`src/common/pwr_seq_pkg.sv`:
```
package pwr_seq_pkg;
   // System clock and real-time clock rates
   localparam int unsigned CLK_HZ = 10_000_000;
   localparam int unsigned RTC_HZ = 32768;
   localparam int unsigned TICK_CYC = CLK_HZ / RTC_HZ;
   // Toggle qualification time, a least time so it rounds up
   localparam int unsigned FILT_US = 100;
   localparam int unsigned FILT_CYC = (FILT_US * (CLK_HZ / 1000) + 999) / 1000;
   // Real-time clock start-up and shutdown window, in milliseconds
   localparam int unsigned RTC_START_MS = 300;
   localparam int unsigned SHUT_MIN_MS = 10;
   localparam int unsigned SHUT_MAX_MS = 900;
   localparam int unsigned RTC_START_CYC = RTC_START_MS * (CLK_HZ / 1000);
   localparam int unsigned SHUT_MIN_CYC = SHUT_MIN_MS * (CLK_HZ / 1000);
   localparam int unsigned SHUT_MAX_CYC = SHUT_MAX_MS * (CLK_HZ / 1000);
   localparam int unsigned LONG_W = 24;
   // Sequence timing in real-time-clock ticks
   localparam int unsigned TICK_W = 12;
   localparam logic [TICK_W-1:0] READY_PULSE_TICKS = 12'h00a;
   localparam logic [TICK_W-1:0] WAKE_TICKS = 12'h006;
   localparam logic [TICK_W-1:0] BOOT_TICKS = 12'h852;
   // Host port selection and serial defaults
   typedef enum logic [1:0] {PORT_UART, PORT_SPI, PORT_I2C} host_port_t;
   localparam int unsigned UART_BAUD = 4800;
   localparam logic [15:0] BAUD_DEFAULT = 16'(CLK_HZ / UART_BAUD);
   // Sequencer states
   typedef enum logic [2:0] {
      ST_RTC_START, ST_READY_PULSE, ST_READY, ST_STARTING,
      ST_RUNNING, ST_SHUTDOWN, ST_HIBERNATE
   } seq_state_t;
endpackage

```
`src/common/toggle_if.sv`:
```
`timescale 1ns/100ps
interface toggle_if;
   logic event_set; // One-cycle pulse when the detector sets
   logic level;     // Qualified detector state
   modport det (output event_set, output level);
   modport seq (input event_set, input level);
endinterface

```
`src/hw/power_sequencer.sv`:
```
`timescale 1ns/100ps
// Notes on behaviour
// - At power-up sit in clock start-up until the clock runs, then become ready.
// - Internal power-on reset clears everything; no host reset needed.
// - Ready, ready pulse or hibernate: a valid toggle pulse begins start-up.
// - Toggle detector sets after a rising edge and 100 us of high.
// - Toggle detector clears after 100 us of low.
// - When ready, emit a 10-tick high pulse on the power-state output.
// - Clock start-up takes nominally 300 ms before the ready pulse.
// - Power-state output goes high 6 ticks after the toggle pulse.
// - Processor boots 2130 ticks after the toggle pulse.
// - Output looped to toggle input makes the block start itself.
// - Power-state output high signals start-up has begun, not completed.
// - First message after start-up is the ok-to-send notice.
// - UART port sends sentences at 4800 bit/s, autonomously after start.
// - I2C multi-master sends only while the bus is granted.
// - Toggle pulse or shutdown command leaves full power for hibernate.
// - Shutdown stays in full power 10 to 900 ms until TX FIFO drains.
// - Shutdown notice is the last message before hibernate.
// - Commanded settings are lost and defaults return after reset.
// - Power-state output low in low-power states, high in full power.
module power_sequencer
   import pwr_seq_pkg::*;
#(
   parameter int unsigned START_CYC = RTC_START_CYC,
   parameter int unsigned MIN_SHUT_CYC = SHUT_MIN_CYC,
   parameter int unsigned MAX_SHUT_CYC = SHUT_MAX_CYC,
   parameter int unsigned TICK_DIV = TICK_CYC,
   parameter int unsigned FILT_LEN = FILT_CYC
) (
   // Clock and internal power-on reset
   input wire logic clk,
   input wire logic rst_n,
   // Host control pins
   input wire logic toggle_in,
   output logic power_state,
   // Port straps, sampled once after reset
   input wire logic [1:0] port_strap,
   // Firmware side: commands and transmit path
   input wire logic shutdown_cmd,
   input wire logic protocol_change_cmd,
   input wire logic [1:0] new_port,
   input wire logic [15:0] new_baud_div,
   input wire logic tx_fifo_empty,
   input wire logic i2c_bus_granted,
   // Processor and message controls
   output logic cpu_boot,
   output logic ok_to_send_msg,
   output logic shutdown_notice_msg,
   output logic msg_enable,
   output logic [1:0] host_port,
   output logic [15:0] uart_baud_div,
   output logic ready
);
   seq_state_t state;
   seq_state_t next_state;
   logic tick;
   logic [TICK_W-1:0] tick_cnt;
   logic [LONG_W-1:0] long_cnt;
   logic strap_taken;
   toggle_if tgl();

   rtc_tick #(.DIV(TICK_DIV)) u_tick (
      .clk(clk),
      .rst_n(rst_n),
      .tick(tick)
   );

   toggle_qualifier #(.FILT(FILT_LEN)) u_qual (
      .clk(clk),
      .rst_n(rst_n),
      .toggle_raw(toggle_in),
      .q(tgl.det)
   );

   // Decode of counters and requests
   wire tick_last_ready = tick && (tick_cnt == READY_PULSE_TICKS - 12'h001);
   wire tick_wake = tick && (tick_cnt == WAKE_TICKS - 12'h001);
   wire tick_boot = tick && (tick_cnt == BOOT_TICKS - 12'h001);
   wire rtc_up = (long_cnt == LONG_W'(START_CYC - 1));
   wire shut_min = (long_cnt >= LONG_W'(MIN_SHUT_CYC - 1));
   wire shut_max = (long_cnt == LONG_W'(MAX_SHUT_CYC - 1));
   // Each window saturates at its own end; a shared stop would freeze
   // the shutdown count at the start-up limit and lose the timeout
   wire long_hold = (state == ST_RTC_START) ? rtc_up : shut_max;
   wire can_start = (state == ST_READY_PULSE) || (state == ST_READY) ||
                    (state == ST_HIBERNATE);
   wire start_req = can_start && tgl.event_set;
   wire stop_req = (state == ST_RUNNING) &&
                   (tgl.event_set || shutdown_cmd);
   // Drain before leaving; the upper bound keeps a stuck FIFO from
   // holding full power forever
   wire shut_done = (shut_min && tx_fifo_empty) || shut_max;
   wire port_i2c = (host_port == 2'(PORT_I2C));
   wire next_msg_en = (next_state == ST_RUNNING) &&
                      (!port_i2c || i2c_bus_granted);

   // Next-state choice
   always_comb begin
      next_state = state;
      unique case (state)
         ST_RTC_START: if (rtc_up) next_state = ST_READY_PULSE;
         ST_READY_PULSE: begin
            if (start_req) next_state = ST_STARTING;
            else if (tick_last_ready) next_state = ST_READY;
         end
         ST_READY: if (start_req) next_state = ST_STARTING;
         ST_STARTING: if (tick_boot) next_state = ST_RUNNING;
         ST_RUNNING: if (stop_req) next_state = ST_SHUTDOWN;
         ST_SHUTDOWN: if (shut_done) next_state = ST_HIBERNATE;
         ST_HIBERNATE: if (start_req) next_state = ST_STARTING;
      endcase
   end

   // State register; reset lands in the clock start-up state, ST_RTC_START
   always_ff @(posedge clk) begin
      if (!rst_n) state <= ST_RTC_START;
      else state <= next_state;
   end

   // Tick counter restarts at every state change
   always_ff @(posedge clk) begin
      if (!rst_n || next_state != state) tick_cnt <= '0;
      else if (tick) tick_cnt <= tick_cnt + 12'h001;
   end

   // Long counter times clock start-up and the shutdown window
   always_ff @(posedge clk) begin
      if (!rst_n || next_state != state) long_cnt <= '0;
      else if (!long_hold) long_cnt <= long_cnt + 24'h000001;
   end

   // Power-state pin: ready pulse, rise after start, low when asleep
   always_ff @(posedge clk) begin
      if (!rst_n) power_state <= 1'b0;
      else if (next_state == ST_READY_PULSE && state == ST_RTC_START)
         power_state <= 1'b1;
      else if (start_req || next_state == ST_HIBERNATE)
         power_state <= 1'b0;
      else if (state == ST_READY_PULSE && tick_last_ready)
         power_state <= 1'b0;
      else if (state == ST_STARTING && tick_wake)
         power_state <= 1'b1;
   end

   // Processor boot and message strobes
   always_ff @(posedge clk) begin
      if (!rst_n) begin
         cpu_boot <= 1'b0;
         ok_to_send_msg <= 1'b0;
         shutdown_notice_msg <= 1'b0;
         msg_enable <= 1'b0;
         ready <= 1'b0;
      end else begin
         if (state == ST_STARTING && tick_boot) cpu_boot <= 1'b1;
         else if (next_state == ST_HIBERNATE) cpu_boot <= 1'b0;
         ok_to_send_msg <= (state == ST_STARTING) && tick_boot;
         // Queued behind pending traffic so it is the last to leave
         shutdown_notice_msg <= stop_req;
         msg_enable <= next_msg_en;
         ready <= (next_state == ST_READY) || (next_state == ST_READY_PULSE);
      end
   end

   // Volatile settings: straps and defaults return after every reset
   always_ff @(posedge clk) begin
      if (!rst_n) begin
         strap_taken <= 1'b0;
         host_port <= 2'(PORT_UART);
         uart_baud_div <= BAUD_DEFAULT;
      end else begin
         strap_taken <= 1'b1;
         if (!strap_taken) host_port <= port_strap;
         else if (protocol_change_cmd && state == ST_RUNNING) begin
            host_port <= new_port;
            uart_baud_div <= new_baud_div;
         end
      end
   end

   a_ready_pulse_len: assert property (@(posedge clk) disable iff (!rst_n)
      $rose(power_state) && state == ST_READY_PULSE |->
      power_state [*8])
      else $error("ready pulse too short");
   a_wake_at_six: assert property (@(posedge clk) disable iff (!rst_n)
      state == ST_STARTING && tick && tick_cnt == WAKE_TICKS - 12'h001 |=>
      power_state)
      else $error("power-state not high six ticks after start");
   a_boot_at_count: assert property (@(posedge clk) disable iff (!rst_n)
      $rose(cpu_boot) |-> $past(tick_cnt) == BOOT_TICKS - 12'h001 &&
      ok_to_send_msg)
      else $error("boot not at tick 2130 or without ok-to-send");
   a_first_msg_ok: assert property (@(posedge clk) disable iff (!rst_n)
      $rose(msg_enable) && $past(state) == ST_STARTING |->
      ok_to_send_msg && cpu_boot)
      else $error("messages began before ok-to-send");
   a_low_power_low: assert property (@(posedge clk) disable iff (!rst_n)
      state == ST_READY || state == ST_HIBERNATE |-> !power_state)
      else $error("power-state high in a low-power state");
   a_full_power_high: assert property (@(posedge clk) disable iff (!rst_n)
      state == ST_RUNNING |-> power_state && cpu_boot)
      else $error("power-state low in full power");
   a_start_on_toggle: assert property (@(posedge clk) disable iff (!rst_n)
      tgl.event_set && state == ST_HIBERNATE |=>
      state == ST_STARTING)
      else $error("toggle pulse did not start the block");
   a_stop_on_cmd: assert property (@(posedge clk) disable iff (!rst_n)
      state == ST_RUNNING && shutdown_cmd |=> state == ST_SHUTDOWN &&
      shutdown_notice_msg)
      else $error("shutdown command not taken");
   a_drain_first: assert property (@(posedge clk) disable iff (!rst_n)
      state == ST_SHUTDOWN && !tx_fifo_empty && !shut_max |=>
      state == ST_SHUTDOWN && power_state)
      else $error("left full power with data still queued");
   a_defaults_back: assert property (@(posedge clk) disable iff (!rst_n)
      $rose(rst_n) |-> uart_baud_div == BAUD_DEFAULT &&
      state == ST_RTC_START)
      else $error("settings not restored by reset");
endmodule

```
`src/hw/rtc_tick.sv`:
```
`timescale 1ns/100ps
module rtc_tick
   import pwr_seq_pkg::*;
#(
   parameter int unsigned DIV = TICK_CYC
) (
   // Clock and reset
   input wire logic clk,
   input wire logic rst_n,
   // One-cycle tick per real-time-clock period
   output logic tick
);
   logic [15:0] cnt;
   wire wrap = (cnt == 16'(DIV - 1));

   // Divide the system clock down to the real-time-clock rate
   always_ff @(posedge clk) begin
      if (!rst_n) begin
         cnt <= '0;
         tick <= 1'b0;
      end else begin
         cnt <= wrap ? '0 : cnt + 16'h0001;
         tick <= wrap;
      end
   end

   a_tick_spacing: assert property (@(posedge clk) disable iff (!rst_n)
      tick |=> !tick [*8]) else $error("tick came too soon");
endmodule

```
`src/hw/toggle_qualifier.sv`:
```
`timescale 1ns/100ps
module toggle_qualifier
   import pwr_seq_pkg::*;
#(
   parameter int unsigned FILT = FILT_CYC
) (
   // Clock and reset
   input wire logic clk,
   input wire logic rst_n,
   // Raw toggle pin and qualified result
   input wire logic toggle_raw,
   toggle_if.det q
);
   logic meta;
   logic sync;
   logic armed;
   logic [15:0] run;
   wire differs = (sync != q.level);
   wire done = (run == 16'(FILT - 1));
   wire may_set = !q.level && armed;
   wire flip = differs && done && (q.level || may_set);

   // Two-stage synchroniser; only the second stage is looked at
   always_ff @(posedge clk) begin
      if (!rst_n) begin
         meta <= 1'b0;
         sync <= 1'b0;
      end else begin
         meta <= toggle_raw;
         sync <= meta;
      end
   end

   // A high only counts once a low was seen; sync resets low, so a pin stuck
   // high at reset still arms it and is taken as a rising edge
   always_ff @(posedge clk) begin
      if (!rst_n) begin
         armed <= 1'b0;
         run <= '0;
         q.level <= 1'b0;
         q.event_set <= 1'b0;
      end else begin
         if (!sync) armed <= 1'b1;
         else if (flip) armed <= 1'b0;
         run <= (differs && !done) ? run + 16'h0001 : '0;
         if (flip) q.level <= sync;
         q.event_set <= flip && !q.level;
      end
   end

   a_set_after_high: assert property (@(posedge clk) disable iff (!rst_n)
      $rose(q.level) |-> $past(sync) && $past(run) == 16'(FILT - 1))
      else $error("detector set without a full high period");
   a_clear_after_low: assert property (@(posedge clk) disable iff (!rst_n)
      $fell(q.level) |-> !$past(sync) && $past(run) == 16'(FILT - 1))
      else $error("detector cleared without a full low period");
   a_event_with_set: assert property (@(posedge clk) disable iff (!rst_n)
      $rose(q.level) |-> q.event_set ##1 !q.event_set)
      else $error("set event missing or too long");
endmodule

```
`config.mk`:
```
export PLATFORM = sky130hd
export DESIGN_NAME = power_sequencer
export DESIGN_NICKNAME = d
export VERILOG_FILES = /design/src/common/pwr_seq_pkg.sv /design/src/common/toggle_if.sv /design/src/hw/power_sequencer.sv /design/src/hw/rtc_tick.sv /design/src/hw/toggle_qualifier.sv
export SDC_FILE = /design/constraint.sdc
export NUM_CORES = 1
export LEC_CHECK = 0
export ABC_AREA = 1
export BUFFER_PORTS_ARGS = -buffer_cell sky130_fd_sc_hd__buf_2
export CAP_MARGIN = 20
export CORE_MARGIN = 1
export CORE_UTILIZATION = 40
export DETAILED_ROUTE_END_ITERATION = 8
export SYNTH_ARGS = -nofsm -noshare
export SYNTH_HDL_FRONTEND = slang
export SYNTH_SLANG_ARGS = --single-unit
```
`constraint.sdc`:
```
create_clock -name clk -period 2.6 [get_ports clk]
set_input_delay 0.78 -clock clk [delete_from_list [all_inputs] [get_ports clk]]
set_output_delay 0.78 -clock clk [all_outputs]
set_load 0.01 [all_outputs]
```
==> results.yml <==
outcome:
  outcome: "finished, final reports clean"
synthesis:
  mappedNetlistNets: 727
  fraction_of_registers_with_async_set_reset: 0
  synth.largest_area_cell: "dfxtp_1"
  synth_seq_area_share: 0.4112
  synth_area_mm2: 0.004966
  ys_warn_count: 0
  ys_ff_latch: 102
  synthesized_area_divided_by_synthesized_cell_count_um2: 7.156
  yosysUniqueCellTypes: 31
  netlist_top_cells_area: "dfxtp_1 (41%), nand2_1 (10%), inv_1 (7.6%), nor2_1 (6.0%), xor2_1 (4.8%)"
  synth_enable_flop_cells: 0
  ys_dominant_reg_cell: "dfxtp_1"
  yosysTopAreaCellShare: 0.4112
  synth_cells: 694
final_layout:
  fillers: 1248
  post_route_cells_drive_above_1_share: 0.1461
  num_antenna_cells: 0
  area.sequential_mm2: 0.002042
  multiInputGateArea_mm2: 0.002472
  area_delta_synth_final_pct: 14.21
  finalNonFillerCells: 921
  fin_nets: 781
pwr:
  fin_total_pwr_mw: 3.653
  power.leakage_nw: 2.112
  pwrdens_mw_per_mm2: 644.1
  ir_worst_vdd_mv: 0.3846
route:
  via_count: 4424
  detail-route-antenna-nets: 0
  route.detailed.wl_per_inst_um: 11.60
  viasPerCell: 4.803
  drc: 0
  drt_wl_total_um: 10680
  drt_pre_antenna_iters: 5
  dr.first_iter.drc_count: 213
floorplan:
  floorplan.die_area_mm2: 0.01286
  placementRows: 40
  die_width_um: 113.4
  initial_core_util: 0.4117
  io_pins: 51
  design.core.area_mm2: 0.01206
  dieHeight_um: 113.4
setup_path:
  most_used_cell_along_the_critical_path: "nand3_1"
  slowest_stage: "dfxtp_1"
  crit_required_ps: 2880
  crit_type: "register to register"
  crit_path_end_kind: "register"
  critical-path-max-stage-delay_ps: 390
  critPathArrivalTime_ps: 2550
  critPathMaxFanout: 36
  crit_path_cell_trace: "ha_1 > nand3_1 > nor4_1 > nand3_1 > nand3_1 > nand3_1 > nand2_1 > nand3_4 > buf_12 > nor2_1"
  crit_path_start_kind: "register"
sta:
  setup_viol_count_final: 0
  finalSetupTns_ps: 0
  finalCriticalPeriod_ps: 2274
  rsz_0062_raised_after_global_routing: "false"
  finalHoldViolCount: 0
  worst_slew_margin_rel: 0.6474
  timing.clock.skew_ps: 9.347
  worst_margin_slew_ps: 527.7
  maxSlewViolCount: 0
  fmax_mhz: 439.7
  timing.final.ws_setup_ps: 326.0
  post-route-period-util: 0.8746
clocking:
  cts_max_level: 3
  clock_tree_from_tritoncts: "built"
  clock_latency_ps: 350
  post_cts_clock_slew_at_the_launch_and_capture_registers_of_the_worst_setup_and_hold_paths_ps: 70
  cts.repair.resized: 0
  cts-buffers-inserted: 9
  max-clock-path-buffers: 2
  holdBufCountCts: 0
  clockRootBuffer: "clkbuf_16"
  clkSinkCount: 102
  post-cts-setup-buffers: 0
place:
  place_ws_ps: 374.4
  post-place-cells: 905
  buffer_ports.inserted: 50
  dp_hpwl_um: 8132
  finalWeightedCongestion: 0.9584
grt:
  wire_length_of_the_first_global_routing_pass_um: 18500
  grt_util_all_layers: 0.1788
  grt_start_max_net_pins: 37
  overflow: 0
  grt_antenna_before_repair: 0
  number_of_global_route_vias_before_repair: 4197
flow_run:
  drv_cap: 0
min_path:
  timing.hold.worst.class: "register to register"
cell usage after synthesis (2+ instances only):
cell and count:
nand2_1 132, dfxtp_1 102, inv_1 100, nor2_1 79, nand3_1 45, a21oi_1 36, nor3_1 35, nor2_2 33
xor2_1 27, nand4_1 20, o21ai_0 19, nor4_1 14, nor3b_1 10, xnor2_1 8, clkbuf_1 7, ha_1 6
buf_6 4, a31oi_1 2, nand2_2 2, or2_2 2
metal layers:
metal / up-vias / share of wire / GRT usage
li1: 2332 / - / -
met1: 1960 / 0.47 / 0.2173
met2: 117 / 0.45 / 0.3006
met3: 15 / 0.060 / 0.05739
met4: 0 / 0.017 / 0.05614
met5: - / 0 / 0
sequential cells by signal, indices dropped and copies added (netlist names), 2 cells and up:
register and cells:
tick_cnt 12, uart_baud_div 16, u_tick.cnt 16, long_cnt 24, u_qual.run 16, host_port 2, state 3
worst max-delay path: cells and delay by family (launching register included):
kind / cells / cell delay (ps)
AND/OR/NAND/NOR: 8 / 1290
buffers and inverters: 1 / 180
adder cells (fa/ha/maj): 1 / 320
flip-flops: 1 / 390
power by group:
| group | internal [mW] | switching (mW) |
|---|---|---|
| combinational | 0.219 | 0.490 |
| clock | 0.659 | 0.599 |
| sequential | 1.63 | 0.0545 |
area by class of cell:
| class | count | area share |
|---|---|---|
| Tap cell | 168 | 0.03706 |
| Inverter | 100 | 0.06618 |
| Timing Repair Buffer | 55 | 0.05295 |
| Multi-Input combinational cell | 480 | 0.4359 |
| Sequential cell | 102 | 0.3600 |
| Clock buffer | 11 | 0.04103 |
| Clock inverter | 5 | 0.006839 |
cells by family (layout without fill, tap and decap cells):
| group | Yosys count | after routing | synth area share |
|---|---|---|---|
| adders and majority gates | 6 | 6 | 0.01512 |
| buffers and inverters | 112 | 171 | 0.09095 |
| and+or+nand+nor | 379 | 379 | 0.3590 |
| AOI/OAI and AO/OA | 60 | 60 | 0.06198 |
| DFF | 102 | 102 | 0.4112 |
| xor gates and xnor gates | 35 | 35 | 0.06173 |
path summary, 6_finish.rpt:
kind	startpoint	end	slack, ps	cells past startpoint
worst max-delay path	long_cnt[0]	long_cnt[3]	330	10
worst min-delay path	u_qual.meta	u_qual.sync	420	2
worst max register to register	long_cnt[0]	long_cnt[3]	330	10
worst min register to register	u_qual.meta	u_qual.sync	420	2
metrics by stage:
stage               hold WS, ps    util  cell area, um2
floorplan                 390.5       -            4966
global placement          400.2  0.4477            5400
detailed placement        413.8  0.4477            5400
CTS                       429.5  0.4702            5672
global route              476.1  0.4702            5672
finish                    422.1  0.4702            5672
cells in the final DEF, fill, tap and decap left out, types with 2 or more instances in the layout:
master       n
or2_2        2
nand2_1    132
inv_1      100
nor2_2      33
buf_2       50
nand2_2      2
nor2_1      79
clkbuf_1     2
nor4_1      14
nor3b_1     10
xnor2_1      8
a31oi_1      2
clkbuf_16    9
ha_1         6
dfxtp_1    102
nand4_1     20
xor2_1      27
buf_4        4
inv_6        3
o21ai_0     19
nor3_1      35
nand3_1     45
a21oi_1     36
Power figures use the tool's default switching activity.
